`src/shared/sacc_pkg.sv`:
```
// constants, types and helpers shared by the converter control block
package sacc_pkg;

  // ----------------------------------------------------------------
  // register addresses on the special function register port
  // ----------------------------------------------------------------
  localparam logic [7:0] ADDR_CFG = 8'hbc;
  localparam logic [7:0] ADDR_RES_LO = 8'hbd;
  localparam logic [7:0] ADDR_RES_HI = 8'hbe;
  localparam logic [7:0] ADDR_CTL = 8'he8;

  // ----------------------------------------------------------------
  // values after reset
  // ----------------------------------------------------------------
  localparam logic [7:0] CFG_RESET = 8'hf8;
  localparam logic [7:0] CTL_RESET = 8'h00;
  localparam logic [7:0] RES_RESET = 8'h00;

  // ----------------------------------------------------------------
  // field positions
  // ----------------------------------------------------------------
  localparam int CFG_DIV_LSB = 3;
  localparam int CFG_LJ_BIT = 2;
  localparam int CTL_EN_BIT = 7;
  localparam int CTL_TM_BIT = 6;
  localparam int CTL_INT_BIT = 5;
  localparam int CTL_BUSY_BIT = 4;
  localparam int CTL_WIN_BIT = 3;
  localparam int CTL_CM_LSB = 0;

  // ----------------------------------------------------------------
  // cycle counts in sar clocks
  // ----------------------------------------------------------------
  localparam logic [3:0] TRACK_SAR_CLKS = 4'h3;
  localparam logic [3:0] CONV_SAR_CLKS = 4'hb;

  // mux code of the temperature sensor on the positive input
  localparam logic [5:0] MUX_TEMP_SENSOR = 6'h1e;

  // ----------------------------------------------------------------
  // types
  // ----------------------------------------------------------------
  typedef enum logic [2:0] {
    sm_soft = 3'b000,
    sm_t0 = 3'b001,
    sm_t2 = 3'b010,
    sm_t1 = 3'b011,
    sm_ext = 3'b100,
    sm_t3 = 3'b101,
    sm_t4 = 3'b110,
    sm_t5 = 3'b111
  } sacc_start_mode_t;

  typedef enum logic [1:0] {
    st_idle = 2'b00,
    st_track = 2'b01,
    st_conv = 2'b10
  } sacc_state_t;

  typedef struct packed {
    logic [7:0] addr;
    logic [7:0] wdata;
    logic wr;
    logic rd;
  } sacc_sfr_req_t;

  // index 0..3 of the split arrays stands for timers 2..5
  typedef struct packed {
    logic t0_ovf;
    logic t1_ovf;
    logic [3:0] lo_ovf;
    logic [3:0] hi_ovf;
    logic [3:0] split8;
  } sacc_timer_evt_t;

  // ----------------------------------------------------------------
  // result placement in the high:low register pair
  // ----------------------------------------------------------------
  function automatic logic [15:0] sacc_format(
    input logic [9:0] code,
    input logic lj,
    input logic eight,
    input logic diff
  );
    logic [15:0] r;
    r = {6'h00, code};
    if (eight) begin
      r = {8'h00, code[9:2]};
    end else if (lj) begin
      r = {code, 6'h00};
    end else if (diff) begin
      r = {{6{code[9]}}, code};
    end
    return r;
  endfunction

endpackage

```
`src/sacc_clkdiv.sv`:
```
// sar clock enable divider: one tick every (div + 1) system clocks
`timescale 1ns/1ps
module sacc_clkdiv
  import sacc_pkg::*;
(
  input wire logic clk,
  input wire logic sys_rst,
  input wire logic [4:0] div,
  output logic tick_q
);

  logic [4:0] cnt_q;
  logic [4:0] cnt_d;
  logic wrap;

  assign wrap = (cnt_q >= div);
  assign cnt_d = wrap ? 5'h00 : 5'(cnt_q + 5'h01);

  always_ff @(posedge clk) begin
    if (sys_rst) begin
      cnt_q <= 5'h00;
      tick_q <= 1'b0;
    end else begin
      cnt_q <= cnt_d;
      tick_q <= wrap;
    end
  end

endmodule

```
`src/sacc_top.sv`:
```
// conversion control of the 10-bit sar converter
//
// Overview of operation
// - sar clock is system clock over divider+1
// - start only from the selected source
// - software busy write launches one conversion
// - busy stays high for the whole conversion
// - busy falling at completion sets flag, raises interrupt request
// - result registers loaded in the cycle a completion sets flag
// - timers 2-5 use low or high overflow
// - normal mode tracks idle, converts at once
// - low-power mode adds three sar clocks tracking
// - external start low-power: track while pin low
// - justify bit picks right or left alignment, except in eight-bit mode (always right)
// - temperature sensor routed to positive input
// - disabled converter ignores starts, stays shut down
// - external start pin gets no tracking delay
`timescale 1ns/1ps
module sacc_top
  import sacc_pkg::*;
(
  input wire logic clk,
  input wire logic sys_rst,
  input wire sacc_sfr_req_t sfr,
  output logic [7:0] sfr_rdata_q,
  input wire sacc_timer_evt_t timers,
  input wire logic external_start_input,
  input wire logic [9:0] conv_code,
  input wire logic eight_bit_mode_enable,
  input wire logic differential_mode,
  input wire logic [5:0] positive_mux_select_field,
  input wire logic irq_enable,
  output logic sar_tick_q,
  output logic track_q,
  output logic converting_q,
  output logic irq_request_q,
  output logic temp_sensor_route_q,
  output logic converter_enable_q
);

  // ----------------------------------------------------------------
  // register state
  // ----------------------------------------------------------------
  logic [4:0] sar_clock_divider_q;
  logic left_justify_select_q;
  logic [1:0] cfg_rsv_q;
  logic track_mode_select_q;
  logic conversion_complete_flag_q;
  logic conversion_busy_q;
  logic window_flag_q;
  sacc_start_mode_t start_mode_select_q;
  logic [7:0] result_high_byte_q;
  logic [7:0] result_low_byte_q;
  sacc_state_t state_q;
  sacc_state_t state_d;
  logic [3:0] cnt_q;
  logic [3:0] cnt_d;
  logic ext_s1_q;
  logic ext_s2_q;
  logic ext_s3_q;

  // ----------------------------------------------------------------
  // register decode
  // ----------------------------------------------------------------
  logic wr_cfg;
  logic wr_ctl;
  logic wr_lo;
  logic wr_hi;
  logic [7:0] cfg_rd;
  logic [7:0] ctl_rd;
  logic [7:0] rd_mux;

  assign wr_cfg = sfr.wr && (sfr.addr == ADDR_CFG);
  assign wr_ctl = sfr.wr && (sfr.addr == ADDR_CTL);
  assign wr_lo = sfr.wr && (sfr.addr == ADDR_RES_LO);
  assign wr_hi = sfr.wr && (sfr.addr == ADDR_RES_HI);

  assign cfg_rd = {sar_clock_divider_q, left_justify_select_q, cfg_rsv_q};
  assign ctl_rd = {converter_enable_q, track_mode_select_q,
                   conversion_complete_flag_q, conversion_busy_q,
                   window_flag_q, start_mode_select_q};

  assign rd_mux = (sfr.addr == ADDR_CFG) ? cfg_rd :
                  (sfr.addr == ADDR_CTL) ? ctl_rd :
                  (sfr.addr == ADDR_RES_LO) ? result_low_byte_q :
                  (sfr.addr == ADDR_RES_HI) ? result_high_byte_q :
                  8'h00;

  // ----------------------------------------------------------------
  // sar clock divider
  // ----------------------------------------------------------------
  sacc_clkdiv u_div (
    .clk(clk),
    .sys_rst(sys_rst),
    .div(sar_clock_divider_q),
    .tick_q(sar_tick_q)
  );

  // ----------------------------------------------------------------
  // start source selection
  // ----------------------------------------------------------------
  logic [3:0] split_ovf;
  logic ext_rise;
  logic sw_start;
  logic src_hit;
  logic ready;
  logic start_evt;

  // 8-bit timers overflow on the low byte, 16-bit ones on the high
  assign split_ovf = (timers.split8 & timers.lo_ovf) |
                     (~timers.split8 & timers.hi_ovf);
  assign ext_rise = ext_s2_q && !ext_s3_q;
  assign sw_start = wr_ctl && sfr.wdata[CTL_BUSY_BIT];

  assign src_hit =
    (start_mode_select_q == sm_soft) ? sw_start :
    (start_mode_select_q == sm_t0) ? timers.t0_ovf :
    (start_mode_select_q == sm_t1) ? timers.t1_ovf :
    (start_mode_select_q == sm_t2) ? split_ovf[0] :
    (start_mode_select_q == sm_t3) ? split_ovf[1] :
    (start_mode_select_q == sm_t4) ? split_ovf[2] :
    (start_mode_select_q == sm_t5) ? split_ovf[3] :
    ext_rise;

  assign ready = (state_q == st_idle) && !conversion_busy_q;
  assign start_evt = converter_enable_q && ready && src_hit;

  // ----------------------------------------------------------------
  // track and convert sequencing
  // ----------------------------------------------------------------
  logic track_last;
  logic conv_last;
  logic done;
  logic delayed;

  assign track_last = sar_tick_q && (cnt_q == 4'(TRACK_SAR_CLKS - 4'h1));
  assign conv_last = sar_tick_q && (cnt_q == 4'(CONV_SAR_CLKS - 4'h1));
  assign done = (state_q == st_conv) && conv_last;
  // the external pin already tracked while low, so it gets no delay
  assign delayed = track_mode_select_q &&
                   (start_mode_select_q != sm_ext);

  always_comb begin
    state_d = state_q;
    cnt_d = cnt_q;
    case (state_q)
      st_idle: begin
        cnt_d = 4'h0;
        if (start_evt) begin
          state_d = delayed ? st_track : st_conv;
        end
      end
      st_track: begin
        if (sar_tick_q) begin
          cnt_d = 4'(cnt_q + 4'h1);
        end
        if (track_last) begin
          state_d = st_conv;
          cnt_d = 4'h0;
        end
      end
      st_conv: begin
        if (sar_tick_q) begin
          cnt_d = 4'(cnt_q + 4'h1);
        end
        if (conv_last) begin
          state_d = st_idle;
          cnt_d = 4'h0;
        end
      end
      default: begin
        state_d = st_idle;
        cnt_d = 4'h0;
      end
    endcase
    if (!converter_enable_q) begin
      state_d = st_idle;
      cnt_d = 4'h0;
    end
  end

  // ----------------------------------------------------------------
  // outputs toward the analog core
  // ----------------------------------------------------------------
  logic track_d;
  logic idle_track;
  logic [15:0] fmt;

  assign idle_track = !track_mode_select_q ? 1'b1 :
                      (start_mode_select_q == sm_ext) ? !ext_s2_q :
                      1'b0;
  assign track_d = converter_enable_q &&
                   ((state_d == st_track) ||
                    ((state_d == st_idle) && idle_track));
  assign fmt = sacc_format(conv_code, left_justify_select_q,
                           eight_bit_mode_enable, differential_mode);

  // ----------------------------------------------------------------
  // flip-flops
  // ----------------------------------------------------------------
  always_ff @(posedge clk) begin
    if (sys_rst) begin
      ext_s1_q <= 1'b0;
      ext_s2_q <= 1'b0;
      ext_s3_q <= 1'b0;
    end else begin
      ext_s1_q <= external_start_input;
      ext_s2_q <= ext_s1_q;
      ext_s3_q <= ext_s2_q;
    end
  end

  always_ff @(posedge clk) begin
    if (sys_rst) begin
      state_q <= st_idle;
      cnt_q <= 4'h0;
      track_q <= 1'b0;
      converting_q <= 1'b0;
      temp_sensor_route_q <= 1'b0;
      irq_request_q <= 1'b0;
      sfr_rdata_q <= 8'h00;
    end else begin
      state_q <= state_d;
      cnt_q <= cnt_d;
      track_q <= track_d;
      converting_q <= (state_d == st_conv);
      temp_sensor_route_q <=
        (positive_mux_select_field == MUX_TEMP_SENSOR);
      irq_request_q <= conversion_complete_flag_q && irq_enable;
      sfr_rdata_q <= sfr.rd ? rd_mux : sfr_rdata_q;
    end
  end

  always_ff @(posedge clk) begin
    if (sys_rst) begin
      {sar_clock_divider_q, left_justify_select_q, cfg_rsv_q} <= CFG_RESET;
    end else if (wr_cfg) begin
      sar_clock_divider_q <= sfr.wdata[CFG_DIV_LSB +: 5];
      left_justify_select_q <= sfr.wdata[CFG_LJ_BIT];
      cfg_rsv_q <= sfr.wdata[1:0];
    end
  end

  always_ff @(posedge clk) begin
    if (sys_rst) begin
      {converter_enable_q, track_mode_select_q, conversion_complete_flag_q,
       conversion_busy_q, window_flag_q} <= CTL_RESET[7:3];
      start_mode_select_q <= sacc_start_mode_t'(CTL_RESET[CTL_CM_LSB +: 3]);
    end else begin
      if (wr_ctl) begin
        converter_enable_q <= sfr.wdata[CTL_EN_BIT];
        track_mode_select_q <= sfr.wdata[CTL_TM_BIT];
        window_flag_q <= sfr.wdata[CTL_WIN_BIT];
        start_mode_select_q <=
          sacc_start_mode_t'(sfr.wdata[CTL_CM_LSB +: 3]);
      end
      // a completion in the same cycle as a clear still sets the flag
      if (done) begin
        conversion_complete_flag_q <= 1'b1;
      end else if (wr_ctl) begin
        conversion_complete_flag_q <= sfr.wdata[CTL_INT_BIT];
      end
      if (!converter_enable_q || done) begin
        conversion_busy_q <= 1'b0;
      end else if (start_evt) begin
        conversion_busy_q <= 1'b1;
      end
    end
  end

  always_ff @(posedge clk) begin
    if (sys_rst) begin
      result_high_byte_q <= RES_RESET;
      result_low_byte_q <= RES_RESET;
    end else if (done) begin
      result_high_byte_q <= fmt[15:8];
      result_low_byte_q <= fmt[7:0];
    end else begin
      if (wr_hi) begin
        result_high_byte_q <= sfr.wdata;
      end
      if (wr_lo) begin
        result_low_byte_q <= sfr.wdata;
      end
    end
  end

endmodule

```
`config.mk`:
```
export PLATFORM = sky130hd
export DESIGN_NAME = sacc_top
export DESIGN_NICKNAME = d
export VERILOG_FILES = /design/src/shared/sacc_pkg.sv /design/src/sacc_clkdiv.sv /design/src/sacc_top.sv
export SDC_FILE = /design/constraint.sdc
export NUM_CORES = 1
export LEC_CHECK = 0
export BUFFER_PORTS_ARGS = -buffer_cell sky130_fd_sc_hd__clkbuf_2
export CAP_MARGIN = 20
export CORE_AREA = 2 2 77 79
export CTS_CLUSTER_DIAMETER = 40
export CTS_CLUSTER_SIZE = 16
export DETAILED_ROUTE_END_ITERATION = 8
export DIE_AREA = 0 0 79 81
export GPL_ROUTABILITY_DRIVEN = 0
export PLACE_DENSITY = 0.84
export SYNTH_ARGS = -nofsm -noshare
export SYNTH_HDL_FRONTEND = slang
export SYNTH_SLANG_ARGS = --single-unit
```
`constraint.sdc`:
```
create_clock -name clk -period 2.9 [get_ports clk]
set_input_delay 0.58 -clock clk [delete_from_list [all_inputs] [get_ports clk]]
set_output_delay 0.58 -clock clk [all_outputs]
set_load 0.01 [all_outputs]
```
==> run_results.csv <==
group,metric,value,unit
outcome,status,"completed",
route,drc_errors,0,
timing,slew_violations,0,
timing,rsz0062_at_grt,"no",
die,num_rows,28,
synth,seq_area_frac_synth,36.7,%
run,cap_violations,0,
cells_and_area,drive_above_1_share,23.4,%
clock_network,cts_buffers,9,
die,io_pins,68,
global_routing,antenna_found_initial,0,
setup_path,cp.required,3.12,ns
timing,post-route-period-util,78.0,%
synth,syn_area,0.00322,mm²
timing,hold_violations,0,
placed_design,dp_slack,0.485,ns
setup_path,startpoint_type,"register",
clock_network,hold_buffers,0,
route,drt_pre_antenna_iters,6,
timing,setup_tns,0,ns
clock_network,cts_num_sinks,59,
synth,synth-seq-cells,59,
timing,max_freq,442,MHz
timing,skew,0.00764,ns
setup_path,end_kind,"register",
timing,setup_viol,0,
die,die_w,79,µm
min_path,min_path_type,"register to register",
timing,slew_headroom,55.6,%
setup_path,critPathMaxFanout,15,
setup_path,arrival,2.48,ns
synth,netlist.area_leader.share,36.7,%
die,dieArea,0.00640,mm²
setup_path,r2r_end,"result_low_byte_q[1]",
placed_design,dp_hpwl,5710,µm
clock_network,htreeDepth,3,
setup_path,path_class,"register to register",
timing,worst_slack,0.639,ns
clock_network,post_cts_resize_count,0,
global_routing,grt_usage,25.2,%
route,via_count,3105,
synth,syn_inst,384,
global_routing,grt_max_degree,27,
synth,synth.avg_cell_area,8.39,µm²
synth,async_reset_ff_share,0,%
timing,worst_slew_pin_slew,0.667,ns
clock_network,clock_latency,0.34,ns
power,p_per_area,499,mW/mm²
clock_network,path_clk_slew,0.07,ns
setup_path,r2r_cells,8,
clock_network,cts_tree,"done",
clock_network,cts_buffer_depth,2,
synth,synth_edf_count,0,
cells_and_area,syn2layout_area_growth,18.6,%
cells_and_area,antennaDiodeCount,0,
global_routing,grt_pass1_vias,2736,
route,drtIter0Drc,267,
placed_design,numPortBuffers,67,
synth,synthFlopType,"dfxtp_1",
global_routing,grt_overflow,0,
timing,post-route-min-period,2.26,ns
power,power,1910,µW
setup_path,crit_path_start,"cnt_q[0]",
setup_path,rr_startpoint,"cnt_q[0]",
synth,synth_top_area_cell,"dfxtp_1",
power,leakagePower,0.00165,µW
route,wl,7960,µm
die,fp.coreArea,0.00568,mm²
global_routing,grt_pass1_wl,12500,µm
synth,synth_cell_types,60,
setup_path,rrSetupSlack,0.64,ns
route,antenna_left,0,
die,die_h,81,µm
synth,synth.area.top_cells,"dfxtp_1 37%, a21oi_1 7.1%, nor2_1 5.8%",
die,start_util,56.8,%
cells_and_area,final_nets,510,
setup_path,cp-endpoint,"result_low_byte_q[1]",
synth,yosysWarnings,0,
power,ir_worst_vdd,0.285,mV
route,wl_per_cell,15.2,µm
route,viasPerCell,5.93,
clock_network,cts.root.buffer_cell,"clkbuf_8",
clock_network,post_cts_buffers,0,
synth,synthesis.nets,450,
[through the flow]
step | area, µm² | std cells | hold slack (ns) | util, %
after floorplan | 3220 | 384 | 0.414 | -
after global placement | 3560 | 508 | 0.433 | 62.7
after detailed placement | 3560 | 508 | 0.437 | 62.7
after CTS | 3820 | 524 | 0.437 | 67.3
after global routing | 3820 | 524 | 0.454 | 67.3
final | 3820 | 524 | 0.443 | 67.3
[routing by layer]
metal	wire (µm)	vias up	track usage (%)
li1	-	1498	-
met1	3430	1418	32.7
met2	3630	158	38.7
met3	615	31	5.00
met4	282	0	15.9
met5	0	-	0
[cells in the mapped netlist (6+ instances only)]
| library cell | count |
|---|---|
| dfxtp_1 | 59 |
| nor2_1 | 50 |
| a21oi_1 | 46 |
| inv_1 | 26 |
| nand2_1 | 20 |
| mux2i_1 | 14 |
| nand2b_1 | 13 |
| clkbuf_1 | 12 |
| ha_1 | 12 |
| nand3_1 | 9 |
| nor3_1 | 9 |
| o21ai_0 | 8 |
| o221ai_1 | 8 |
| a22o_1 | 7 |
| and3_1 | 7 |
| a221oi_1 | 6 |
[cells by family (layout without fill, tap and decap cells)]
group / count (synthesis) / count (layout) / synth area share, %
xor+xnor: 6 / 6 / 1.63
flops: 59 / 59 / 36.7
mux: 14 / 14 / 4.35
compound gates: 107 / 107 / 23.1
fa+ha+maj: 12 / 12 / 4.66
simple gates: 138 / 138 / 23.0
buf+inv: 48 / 113 / 6.68
[critical path, stage by stage (launching register included)]
cell and delay, ns:
dfxtp_1 0.38, inv_1 0.07, ha_1 0.19, and3b_1 0.24, and3_1 0.33, a21oi_2 0.55
nor3_1 0.17, a21oi_1 0.16, nor2_1 0.05
[cell usage in the layout, fill, tap and decap left out, types with 4 or more instances in the layout]
| cell | count |
|---|---|
| clkbuf_2 | 67 |
| dfxtp_1 | 59 |
| nor2_1 | 50 |
| a21oi_1 | 46 |
| inv_1 | 26 |
| nand2_1 | 20 |
| mux2i_1 | 14 |
| nand2b_1 | 13 |
| ha_1 | 12 |
| clkbuf_8 | 12 |
| nand3_1 | 9 |
| nor3_1 | 9 |
| o21ai_0 | 8 |
| o221ai_1 | 8 |
| and3_1 | 7 |
| a22o_1 | 7 |
| a221oi_1 | 6 |
| a211oi_1 | 5 |
| a211o_1 | 5 |
| nor2b_1 | 4 |
| xor2_1 | 4 |
| a21o_1 | 4 |
[final cells by class]
cell class | count | area (µm²)
Clock buffer | 12 | 165
Clock inverter | 4 | 95.1
Fill cell | 481 | 1860
Inverter | 27 | 101
Multi-Input combinational cell | 277 | 1830
Sequential cell | 59 | 1180
Tap cell | 75 | 93.8
Timing Repair Buffer | 70 | 358
[how the worst min path moves through the flow]
stage | end | depth (start not counted) | startpoint | slack [ns]
finish | ext_s2_q | 1 | ext_s1_q | 0.44
global route | ext_s1_q | 2 | external_start_input | 0.45
CTS | ext_s1_q | 2 | external_start_input | 0.44
detailed placement | ext_s2_q | 1 | ext_s1_q | 0.44
global placement | ext_s2_q | 1 | ext_s1_q | 0.43
floorplan | ext_s2_q | 1 | ext_s1_q | 0.41
[power by group]
group / internal [µW] / switching, µW
combinational: 50.0 / 66.5
sequential: 816 / 5.06
clock: 640 / 330
[flip-flops by register name, summed over array words and instances, names as in the netlist, 2 cells and up]
signal,flops
sar_clock_divider_q,5
cnt_q,4
state_q,2
u_div.cnt_q,5
sfr_rdata_q,8
result_low_byte_q,8
start_mode_select_q,3
cfg_rsv_q,2
result_high_byte_q,8
Note: power is estimated with default switching activity, not from simulation.
